`config.mk`:
```
export PLATFORM = sky130hd
export DESIGN_NAME = reader_interrupt_request_unit
export DESIGN_NICKNAME = d
export VERILOG_FILES = /design/src/design/irq_unit_pkg.sv /design/src/design/reader_interrupt_request_unit.sv
export SDC_FILE = /design/constraint.sdc
export NUM_CORES = 1
export LEC_CHECK = 0
export BUFFER_PORTS_ARGS = -buffer_cell sky130_fd_sc_hd__buf_2
export CAP_MARGIN = 20
export CORE_ASPECT_RATIO = 1.2
export CORE_UTILIZATION = 41
export DETAILED_ROUTE_END_ITERATION = 16
export PLACE_DENSITY = 0.73
export SLEW_MARGIN = 25
export SYNTH_ARGS = -nofsm -noshare
export SYNTH_HDL_FRONTEND = slang
export SYNTH_SLANG_ARGS = --single-unit
```
`constraint.sdc`:
```
create_clock -name clock -period 1.5 [get_ports clock]
set_input_delay 0.15 -clock clock [delete_from_list [all_inputs] [get_ports clock]]
set_output_delay 0.15 -clock clock [all_outputs]
set_load 0.03 [all_outputs]
```
`src/design/irq_unit_pkg.sv`:
```
// Constants for the reader interrupt request unit
package irq_unit_pkg;

  // ---------------------------------------------------------------
  // Register indices (byte address is four times the index)
  // ---------------------------------------------------------------
  localparam logic [7:0] IDX_EVENT_FLAGS_PRIMARY     = 8'h06;
  localparam logic [7:0] IDX_EVENT_FLAGS_SECONDARY   = 8'h07;
  localparam logic [7:0] IDX_EVENT_ENABLES_PRIMARY   = 8'h08;
  localparam logic [7:0] IDX_EVENT_ENABLES_SECONDARY = 8'h09;
  localparam int         ADDR_LSB                    = 2;
  localparam int         ADDR_IDX_W                  = 8;

  // ---------------------------------------------------------------
  // Field positions
  // ---------------------------------------------------------------
  localparam int SET_MODE_BIT        = 7;
  localparam int PRIMARY_FLAG_W      = 7;
  localparam int SECONDARY_FLAG_W    = 6;
  localparam int FAULT_W             = 5;
  localparam int TIMER_W             = 5;
  localparam int UPPER_LEVEL_BIT     = 6;
  localparam int LOWER_LEVEL_BIT     = 5;
  localparam int COMMAND_DONE_BIT    = 4;
  localparam int TRANSMIT_DONE_BIT   = 3;
  localparam int RECEIVE_END_BIT     = 2;
  localparam int ERROR_EVENT_BIT     = 1;
  localparam int FRAME_START_BIT     = 0;
  localparam int COMBINED_BIT        = 6;
  localparam int CARD_DETECT_BIT     = 5;
  localparam int PIN_INVERT_BIT      = 7;
  localparam int PIN_GATE_BIT        = 6;
  localparam int PIN_DRIVER_BIT      = 7;

  // ---------------------------------------------------------------
  // Reset values
  // ---------------------------------------------------------------
  localparam logic [6:0] PRIMARY_FLAGS_RESET   = 7'h00;
  localparam logic [5:0] SECONDARY_FLAGS_RESET = 6'h00;
  localparam logic       COMBINED_RESET        = 1'b0;
  localparam logic [7:0] ENABLES_RESET         = 8'h00;
  localparam logic [4:0] FAULT_RESET           = 5'h00;
  localparam logic [31:0] RDATA_RESET          = 32'h0000_0000;

  // ---------------------------------------------------------------
  // AHB encodings
  // ---------------------------------------------------------------
  localparam logic [1:0] HTRANS_NONSEQ = 2'b10;
  localparam logic [1:0] HTRANS_SEQ    = 2'b11;
  localparam logic       HRESP_OKAY    = 1'b0;

endpackage

```
`src/design/reader_interrupt_request_unit.sv`:
```
// Interrupt flags, enables and request pin with an AHB-Lite register port
//
// Notes on behaviour
// - Primary flag write: bit 7 high sets, low clears each bit written 1.
// - Secondary flag write: bit 7 selects set or clear for bits 6..0, bit 6 being the combined flag.
// - Upper level flag latches while live upper status is high.
// - Lower level flag latches while live lower status is high.
// - Command finished flag sets when a command ends by itself.
// - Unknown command start forces idle and sets command finished flag.
// - Host starting the idle command does not set command finished.
// - Transmit done flag sets right after the last transmitted bit.
// - Receive end flag sets at stream end, errors or not.
// - Error flag sets when any of five fault indications becomes set.
// - Frame start flag sets on start of frame or subcarrier detection.
// - Combined flag sets whenever any enabled flag is active.
// - Card detect flag sets when low power detection finds a card.
// - One underflow flag per timer, bits 4..0 for timers 4..0.
// - Primary enable bits 6..0 gate primary flags into combined flag.
// - Primary enable bit 7 inverts the request pin level.
// - Primary flag register is all zeros after reset.
// - Secondary enable bits 5..0 gate card and timer flags.
// - Secondary enable bit 6 lets the combined flag reach the pin.
// - Secondary enable bit 7 picks push-pull, else open-drain drive.
//
// The implementer's own choice: register access over AHB-Lite.
`timescale 1ns/100ps
module reader_interrupt_request_unit (
  input  wire logic        clock,
  input  wire logic        sys_rst,
  // AHB-Lite slave
  input  wire logic        hsel,
  input  wire logic [31:0] haddr,
  input  wire logic [1:0]  htrans,
  input  wire logic        hwrite,
  input  wire logic [2:0]  hsize,
  input  wire logic [31:0] hwdata,
  input  wire logic        hready,
  output logic             hreadyout,
  output logic             hresp,
  output logic [31:0]      hrdata,
  // Event sources, same clock domain
  input  wire logic        upper_level_live_status,
  input  wire logic        lower_level_live_status,
  input  wire logic        command_self_end,
  input  wire logic        command_unknown_start,
  input  wire logic        command_host_idle_start,
  input  wire logic        transmit_last_bit_sent,
  input  wire logic        receive_stream_end,
  input  wire logic        buffer_write_fault,
  input  wire logic        buffer_overflow_fault,
  input  wire logic        protocol_fault,
  input  wire logic        empty_send_fault,
  input  wire logic        integrity_fault,
  input  wire logic        frame_start_detect,
  input  wire logic        card_detect_event,
  input  wire logic [4:0]  timer_underflow,
  // Command field return to idle
  output logic             command_force_idle,
  // Request pin
  output logic             request_pin_out,
  output logic             request_pin_oe,
  output logic             request_level
);

  // ---------------------------------------------------------------
  // State
  // ---------------------------------------------------------------
  logic [6:0]  primary_flags_reg;
  logic [6:0]  primary_flags_next;
  logic [5:0]  secondary_flags_reg;
  logic [5:0]  secondary_flags_next;
  logic        combined_request_flag_reg;
  logic        combined_request_flag_next;
  logic [7:0]  event_enables_primary_reg;
  logic [7:0]  event_enables_secondary_reg;
  logic [4:0]  fault_prev_reg;
  logic        wr_pend_reg;
  logic [7:0]  wr_idx_reg;
  logic [31:0] hrdata_reg;
  logic        hreadyout_reg;
  logic        force_idle_reg;
  logic        pin_out_reg;
  logic        pin_oe_reg;
  logic        level_reg;

  // ---------------------------------------------------------------
  // Bus decode
  // ---------------------------------------------------------------
  wire logic       addr_phase;
  wire logic       rd_take;
  wire logic       wr_take;
  wire logic [7:0] addr_idx;
  wire logic       idx_prim_flags;
  wire logic       idx_sec_flags;
  wire logic       idx_prim_en;
  wire logic       idx_sec_en;
  wire logic [31:0] read_value;

  assign addr_phase = hsel && hready && htrans[1];
  assign rd_take    = addr_phase && !hwrite;
  assign wr_take    = addr_phase && hwrite;
  assign addr_idx   = (haddr[31:10] == 22'h00_0000 &&
                       haddr[1:0] == 2'b00) ?
                      haddr[9:2] : 8'hff;

  assign idx_prim_flags = addr_idx == irq_unit_pkg::IDX_EVENT_FLAGS_PRIMARY;
  assign idx_sec_flags  = addr_idx == irq_unit_pkg::IDX_EVENT_FLAGS_SECONDARY;
  assign idx_prim_en    = addr_idx == irq_unit_pkg::IDX_EVENT_ENABLES_PRIMARY;
  assign idx_sec_en     =
    addr_idx == irq_unit_pkg::IDX_EVENT_ENABLES_SECONDARY;

  wire logic [31:0] prim_flags_word;
  wire logic [31:0] sec_flags_word;
  wire logic [31:0] prim_en_word;
  wire logic [31:0] sec_en_word;

  assign prim_flags_word = {25'h000_0000, primary_flags_reg};
  assign sec_flags_word  = {25'h000_0000, combined_request_flag_reg,
                            secondary_flags_reg};
  assign prim_en_word    = {24'h00_0000, event_enables_primary_reg};
  assign sec_en_word     = {24'h00_0000, event_enables_secondary_reg};
  // Unmapped or unaligned reads give zero
  assign read_value =
    idx_prim_flags ? prim_flags_word :
    idx_sec_flags  ? sec_flags_word  :
    idx_prim_en    ? prim_en_word    :
    idx_sec_en     ? sec_en_word     :
                     32'h0000_0000;

  // ---------------------------------------------------------------
  // Write data phase decode
  // ---------------------------------------------------------------
  wire logic       wr_prim_flags;
  wire logic       wr_sec_flags;
  wire logic       wr_prim_en;
  wire logic       wr_sec_en;
  wire logic       wr_set_mode;
  wire logic [6:0] sw_prim_set;
  wire logic [6:0] sw_prim_clr;
  wire logic [6:0] sw_sec_set;
  wire logic [6:0] sw_sec_clr;

  assign wr_prim_flags = wr_pend_reg &&
    wr_idx_reg == irq_unit_pkg::IDX_EVENT_FLAGS_PRIMARY;
  assign wr_sec_flags  = wr_pend_reg &&
    wr_idx_reg == irq_unit_pkg::IDX_EVENT_FLAGS_SECONDARY;
  assign wr_prim_en    = wr_pend_reg &&
    wr_idx_reg == irq_unit_pkg::IDX_EVENT_ENABLES_PRIMARY;
  assign wr_sec_en     = wr_pend_reg &&
    wr_idx_reg == irq_unit_pkg::IDX_EVENT_ENABLES_SECONDARY;
  assign wr_set_mode   = hwdata[irq_unit_pkg::SET_MODE_BIT];

  assign sw_prim_set = (wr_prim_flags && wr_set_mode) ?
                       hwdata[6:0] : 7'h00;
  assign sw_prim_clr = (wr_prim_flags && !wr_set_mode) ?
                       hwdata[6:0] : 7'h00;
  assign sw_sec_set  = (wr_sec_flags && wr_set_mode) ?
                       hwdata[6:0] : 7'h00;
  assign sw_sec_clr  = (wr_sec_flags && !wr_set_mode) ?
                       hwdata[6:0] : 7'h00;

  // ---------------------------------------------------------------
  // Hardware events
  // ---------------------------------------------------------------
  wire logic [4:0] fault_now;
  wire logic [4:0] fault_rise;
  wire logic [6:0] hw_prim_set;
  wire logic [5:0] hw_sec_set;
  wire logic [6:0] prim_enabled;
  wire logic [5:0] sec_enabled;
  wire logic       any_enabled;

  assign fault_now = {buffer_write_fault, buffer_overflow_fault,
                      protocol_fault, empty_send_fault, integrity_fault};

  genvar g;
  generate
    for (g = 0; g < irq_unit_pkg::FAULT_W; g++) begin : g_fault
      assign fault_rise[g] = fault_now[g] && !fault_prev_reg[g];
    end
  endgenerate

  assign hw_prim_set[irq_unit_pkg::UPPER_LEVEL_BIT] =
    upper_level_live_status;
  assign hw_prim_set[irq_unit_pkg::LOWER_LEVEL_BIT] =
    lower_level_live_status;
  assign hw_prim_set[irq_unit_pkg::COMMAND_DONE_BIT] =
    command_self_end || command_unknown_start;
  assign hw_prim_set[irq_unit_pkg::TRANSMIT_DONE_BIT] =
    transmit_last_bit_sent;
  assign hw_prim_set[irq_unit_pkg::RECEIVE_END_BIT] = receive_stream_end;
  assign hw_prim_set[irq_unit_pkg::ERROR_EVENT_BIT] = |fault_rise;
  assign hw_prim_set[irq_unit_pkg::FRAME_START_BIT] = frame_start_detect;

  assign hw_sec_set = {card_detect_event, timer_underflow};

  assign prim_enabled = primary_flags_reg & event_enables_primary_reg[6:0];
  assign sec_enabled  = secondary_flags_reg &
                        event_enables_secondary_reg[5:0];
  // Feeds the combined flag one edge later
  assign any_enabled  = (|prim_enabled) || (|sec_enabled);

  // ---------------------------------------------------------------
  // Flag next values, hardware set wins over clear
  // ---------------------------------------------------------------
  // Primary bits, a hardware event beats a software clear
  genvar p;
  generate
    for (p = 0; p < irq_unit_pkg::PRIMARY_FLAG_W; p++) begin : g_prim
      assign primary_flags_next[p] = hw_prim_set[p] || sw_prim_set[p] ||
        (primary_flags_reg[p] && !sw_prim_clr[p]);
    end
  endgenerate

  // Secondary bits, same priority
  genvar s;
  generate
    for (s = 0; s < irq_unit_pkg::SECONDARY_FLAG_W; s++) begin : g_sec
      assign secondary_flags_next[s] = hw_sec_set[s] || sw_sec_set[s] ||
        (secondary_flags_reg[s] && !sw_sec_clr[s]);
    end
  endgenerate

  assign combined_request_flag_next =
    (combined_request_flag_reg && !sw_sec_clr[irq_unit_pkg::COMBINED_BIT])
    || sw_sec_set[irq_unit_pkg::COMBINED_BIT] || any_enabled;

  // ---------------------------------------------------------------
  // Pin drive
  // ---------------------------------------------------------------
  wire logic pin_level_next;
  wire logic push_pull;

  assign pin_level_next =
    (combined_request_flag_reg &&
     event_enables_secondary_reg[irq_unit_pkg::PIN_GATE_BIT]) ^
    event_enables_primary_reg[irq_unit_pkg::PIN_INVERT_BIT];
  assign push_pull =
    event_enables_secondary_reg[irq_unit_pkg::PIN_DRIVER_BIT];

  // ---------------------------------------------------------------
  // Flag registers
  // ---------------------------------------------------------------
  // zero after reset
  always_ff @(posedge clock) begin
    if (sys_rst) begin
      primary_flags_reg         <= irq_unit_pkg::PRIMARY_FLAGS_RESET;
      secondary_flags_reg       <= irq_unit_pkg::SECONDARY_FLAGS_RESET;
      combined_request_flag_reg <= irq_unit_pkg::COMBINED_RESET;
      fault_prev_reg            <= irq_unit_pkg::FAULT_RESET;
    end else begin
      primary_flags_reg         <= primary_flags_next;
      secondary_flags_reg       <= secondary_flags_next;
      combined_request_flag_reg <= combined_request_flag_next;
      fault_prev_reg            <= fault_now;
    end
  end

  // ---------------------------------------------------------------
  // Enable registers
  // ---------------------------------------------------------------
  always_ff @(posedge clock) begin
    if (sys_rst) begin
      event_enables_primary_reg   <= irq_unit_pkg::ENABLES_RESET;
      event_enables_secondary_reg <= irq_unit_pkg::ENABLES_RESET;
    end else begin
      if (wr_prim_en) begin
        event_enables_primary_reg <= hwdata[7:0];
      end
      if (wr_sec_en) begin
        event_enables_secondary_reg <= hwdata[7:0];
      end
    end
  end

  // ---------------------------------------------------------------
  // Bus phase registers
  // ---------------------------------------------------------------
  // Write held over to its data phase
  always_ff @(posedge clock) begin
    if (sys_rst) begin
      wr_pend_reg <= 1'b0;
      wr_idx_reg  <= 8'hff;
    end else begin
      wr_pend_reg <= wr_take;
      wr_idx_reg  <= addr_idx;
    end
  end

  // Read word captured in the address phase
  always_ff @(posedge clock) begin
    if (sys_rst) begin
      hrdata_reg <= irq_unit_pkg::RDATA_RESET;
    end else if (rd_take) begin
      hrdata_reg <= read_value;
    end
  end

  // Zero wait states
  always_ff @(posedge clock) begin
    if (sys_rst) begin
      hreadyout_reg <= 1'b1;
    end else begin
      hreadyout_reg <= 1'b1;
    end
  end

  // ---------------------------------------------------------------
  // Output registers
  // ---------------------------------------------------------------
  // driver select
  always_ff @(posedge clock) begin
    if (sys_rst) begin
      pin_out_reg <= 1'b0;
    end else begin
      pin_out_reg <= push_pull ? pin_level_next : 1'b0;
    end
  end

  // open-drain release, pin held low through reset
  always_ff @(posedge clock) begin
    if (sys_rst) begin
      pin_oe_reg <= 1'b1;
    end else begin
      pin_oe_reg <= push_pull ? 1'b1 : !pin_level_next;
    end
  end

  // Logical level, before the driver choice
  always_ff @(posedge clock) begin
    if (sys_rst) begin
      level_reg <= 1'b0;
    end else begin
      level_reg <= pin_level_next;
    end
  end

  always_ff @(posedge clock) begin
    if (sys_rst) begin
      force_idle_reg <= 1'b0;
    end else begin
      force_idle_reg <= command_unknown_start;
    end
  end

  assign hreadyout          = hreadyout_reg;
  assign hresp              = irq_unit_pkg::HRESP_OKAY;
  assign hrdata             = hrdata_reg;
  assign command_force_idle = force_idle_reg;
  assign request_pin_out    = pin_out_reg;
  assign request_pin_oe     = pin_oe_reg;
  assign request_level      = level_reg;

endmodule

```
==> summary.txt <==
Timing
  • Final Cycle Share: 98.7%
  • Clk_skew: 0.0110 ns
  • RSZ-0062 raised after global routing: true
  • Crit path time final: 1.48 ns
  • Slew Limit Fails: 0
  • Final setup vio count: 0
  • Fmax: 0.676 GHz
  • Final hold slack: 0.0342 ns
  • Final Hold Fails: 0

Yosys
  • Mapped Cells: 283
  • Syn Area/Cell: 9.40 µm²
  • Mapped Area: 2660 µm²
  • Distinct cells, synth: 39
  • Register area share after synthesis: 42.1%
  • Yosys reg bits: 56
  • Warnings from Yosys: 0

Worst setup path
  • CP Data Required Time: 1.68 ns
  • Crit. path cell count: 6
  • Worst-path cell chain: nor4_4 -> buf_6 -> and3_4 -> buf_12 -> mux2i_1 -> nor2_1
  • Crit path arrival time: 1.66 ns
  • CP Capture Type: register
  • Crit path buf inv count: 2
  • Delay-heaviest family, CP: simple AND/OR/NAND/NOR gates
  • Critical path class: register to register
  • Max incr delay on CP: 0.34 ns
  • CP startpoint kind: register
  • Peak fanout along the critical path: 8
  • Slowest CP cell: dfxtp_2
  • Reg2Reg Depth: 6

Global routing
  • GRT overflow: 0
  • Vias in the first global route: 2062
  • Largest net degree at the start of global routing: 42
  • Initial antenna violation count: 0
  • GRT Total Usage: 18.8%
  • First-pass GRT wire length: 9870 µm

Clock network
  • Post-CTS Setup Bufs: 0
  • CTS clk-pin slew, worst paths: 0.09 ns
  • Clock tree buffer depth: 2
  • CTS tree: yes
  • Sink Count: 56
  • CTS H-tree lvls: 2
  • CTS root buf: clkbuf_8
  • Hold buffers post-CTS: 0
  • Clk_lat worst skew: 0.31 ns
  • CTS Buf Count: 5

Detailed routing
  • Via count: 2260
  • DR pass1 iterations: 5
  • Drt drc: 0
  • Post-DRT Antenna Nets: 0
  • Drt wl/cell: 13.5 µm
  • Total Wirelength: 6010 µm
  • Vias per cell: 5.07
  • Initial drt markers: 135

Floorplan
  • Die area: 6820 µm²
  • IO Count: 131
  • Row cnt: 31
  • CORE AREA: 6170 µm²
  • Initial Util: 43.1%
  • Die Y: 90.2 µm
  • Die width: 75.5 µm

Placement
  • Routability cong.: 0.905
  • Port buffer count: 75
  • Dpl cell area: 3110 µm²
  • HPWL Detailed: 4520 µm

Final layout
  • Layout cells sized above 1: 31.3%
  • Area grow syn2layout: 21.4%
  • Commonest non-fill, non-tap cells in the layout: buf_2, dfxtp_1, mux2i_1
  • Diode count: 0
  • Most common cell after layout, fill and taps aside: buf_2
  • Fin area: 3230 µm²
  • # nets final: 456

Run status
  • Run status: finished clean

Hold path
  • Hold depth: 2
  • Class of the worst hold path: input port to register

Power and ir drop
  • Static Leak: 1.51 nW
  • Power per cell area: 877 nW/µm²
  • Peak VDD IR: 364 µV

Job
  • Max cap viols: 0
## cell usage after synthesis
cell | instances | area (µm²)
inv_1 | 9 | 33.8
nand4_1 | 13 | 81.3
nand3b_1 | 1 | 7.51
a31oi_1 | 8 | 50.1
or4_4 | 1 | 11.3
conb_1 | 2 | 7.51
buf_2 | 2 | 10.0
nand2_1 | 9 | 33.8
nand4_2 | 1 | 12.5
and3b_1 | 1 | 8.76
or4_1 | 1 | 7.51
nor2b_1 | 8 | 50.1
clkbuf_1 | 13 | 48.8
dfxtp_1 | 56 | 1120
buf_4 | 28 | 210
nor3_4 | 1 | 16.3
a22oi_1 | 4 | 30.0
or3_1 | 6 | 37.5
nor3_2 | 1 | 10.0
or3b_1 | 1 | 8.76
nor2_1 | 21 | 78.8
and4_1 | 1 | 8.76
a32o_1 | 5 | 50.1
and3_1 | 3 | 18.8
nand3_1 | 1 | 5.00
nand2b_1 | 8 | 50.1
xor2_1 | 1 | 8.76
nand3_4 | 1 | 17.5
a21oi_1 | 13 | 65.1
nor4_1 | 6 | 37.5
nor4_2 | 1 | 12.5
nor3b_1 | 2 | 15.0
a22o_1 | 3 | 26.3
mux2i_1 | 34 | 340
and2b_2 | 5 | 43.8
a221oi_1 | 1 | 8.76
and2_1 | 2 | 12.5
a222oi_1 | 2 | 20.0
o22ai_1 | 7 | 43.8
## power breakdown
| group | switching, W | internal, W | total (W) |
|---|---|---|---|
| registers | 0.0000248 | 0.00152 | 0.00154 |
| logic | 0.000205 | 0.000119 | 0.000323 |
| clock network | 0.000469 | 0.000496 | 0.000966 |
## cell families (layout without fill, tap and decap cells)
family | count (synthesis) | after routing | synth area share (%)
DFF | 56 | 56 | 42.1
AOI/OAI and AO/OA | 43 | 43 | 11.1
buffers and inverters | 52 | 109 | 11.4
xor gates and xnor gates | 1 | 1 | 0.329
other | 2 | 26 | 0.282
and+or+nand+nor | 95 | 95 | 22.0
muxes | 34 | 34 | 12.8
## metrics by stage
| stage | power, W | std cells | setup TNS (ns) | utilization (%) | setup WS (ns) |
|---|---|---|---|---|---|
| final | 0.00283 | 446 | 0 | 52.4 | 0.0200 |
| after global routing | 0.00298 | 446 | -0.152 | 52.4 | -0.0320 |
| after CTS | 0.00286 | 446 | -0.00604 | 52.2 | -0.00604 |
| after detailed placement | 0.00190 | 438 | -1.61 | 50.4 | -0.208 |
| after global placement | 0.00189 | 438 | -1.54 | 50.4 | -0.202 |
| after floorplan | 0.00182 | 307 | -0.343 | - | -0.0564 |
## worst reg2reg max path, cell delays in order (launching register included)
cell and delay (ns):
dfxtp_2 0.34, nor4_4 0.27, buf_6 0.16, and3_4 0.21
buf_12 0.13, mux2i_1 0.20, nor2_1 0.06
## final timing paths
path,startpoint,endpoint,slack (ns)
worst min-delay path,haddr[6],wr_idx_reg[4],0.03
worst max-delay path,wr_idx_reg[5],event_enables_secondary_reg[0],0.02
worst min register to register,hrdata[1],hrdata[1],0.47
worst max register to register,wr_idx_reg[5],event_enables_secondary_reg[0],0.02
## layer usage
metal  vias to the layer above  global-route usage (%)  wire length, µm
li1                       1118                       -                -
met1                      1063                    24.5             2620
met2                        73                    30.8             3020
met3                         6                    2.91              291
met4                         0                    6.33               72
met5                         -                       0                0
## area by class of cell
cell class | instances | area, µm²
Tap cell | 82 | 103
Clock inverter | 2 | 35.0
Timing Repair Buffer | 92 | 519
Inverter | 9 | 33.8
Clock buffer | 6 | 72.6
Multi-Input combinational cell | 199 | 1350
Fill cell | 587 | 2940
Sequential cell | 56 | 1120
## what timing repair did
action | in CTS | in global routing
pin swaps | 0 | 0
setup endpoints to repair | 8 | 20
resized for setup | 2 | 3
Note: power is estimated with default switching activity, not from simulation.
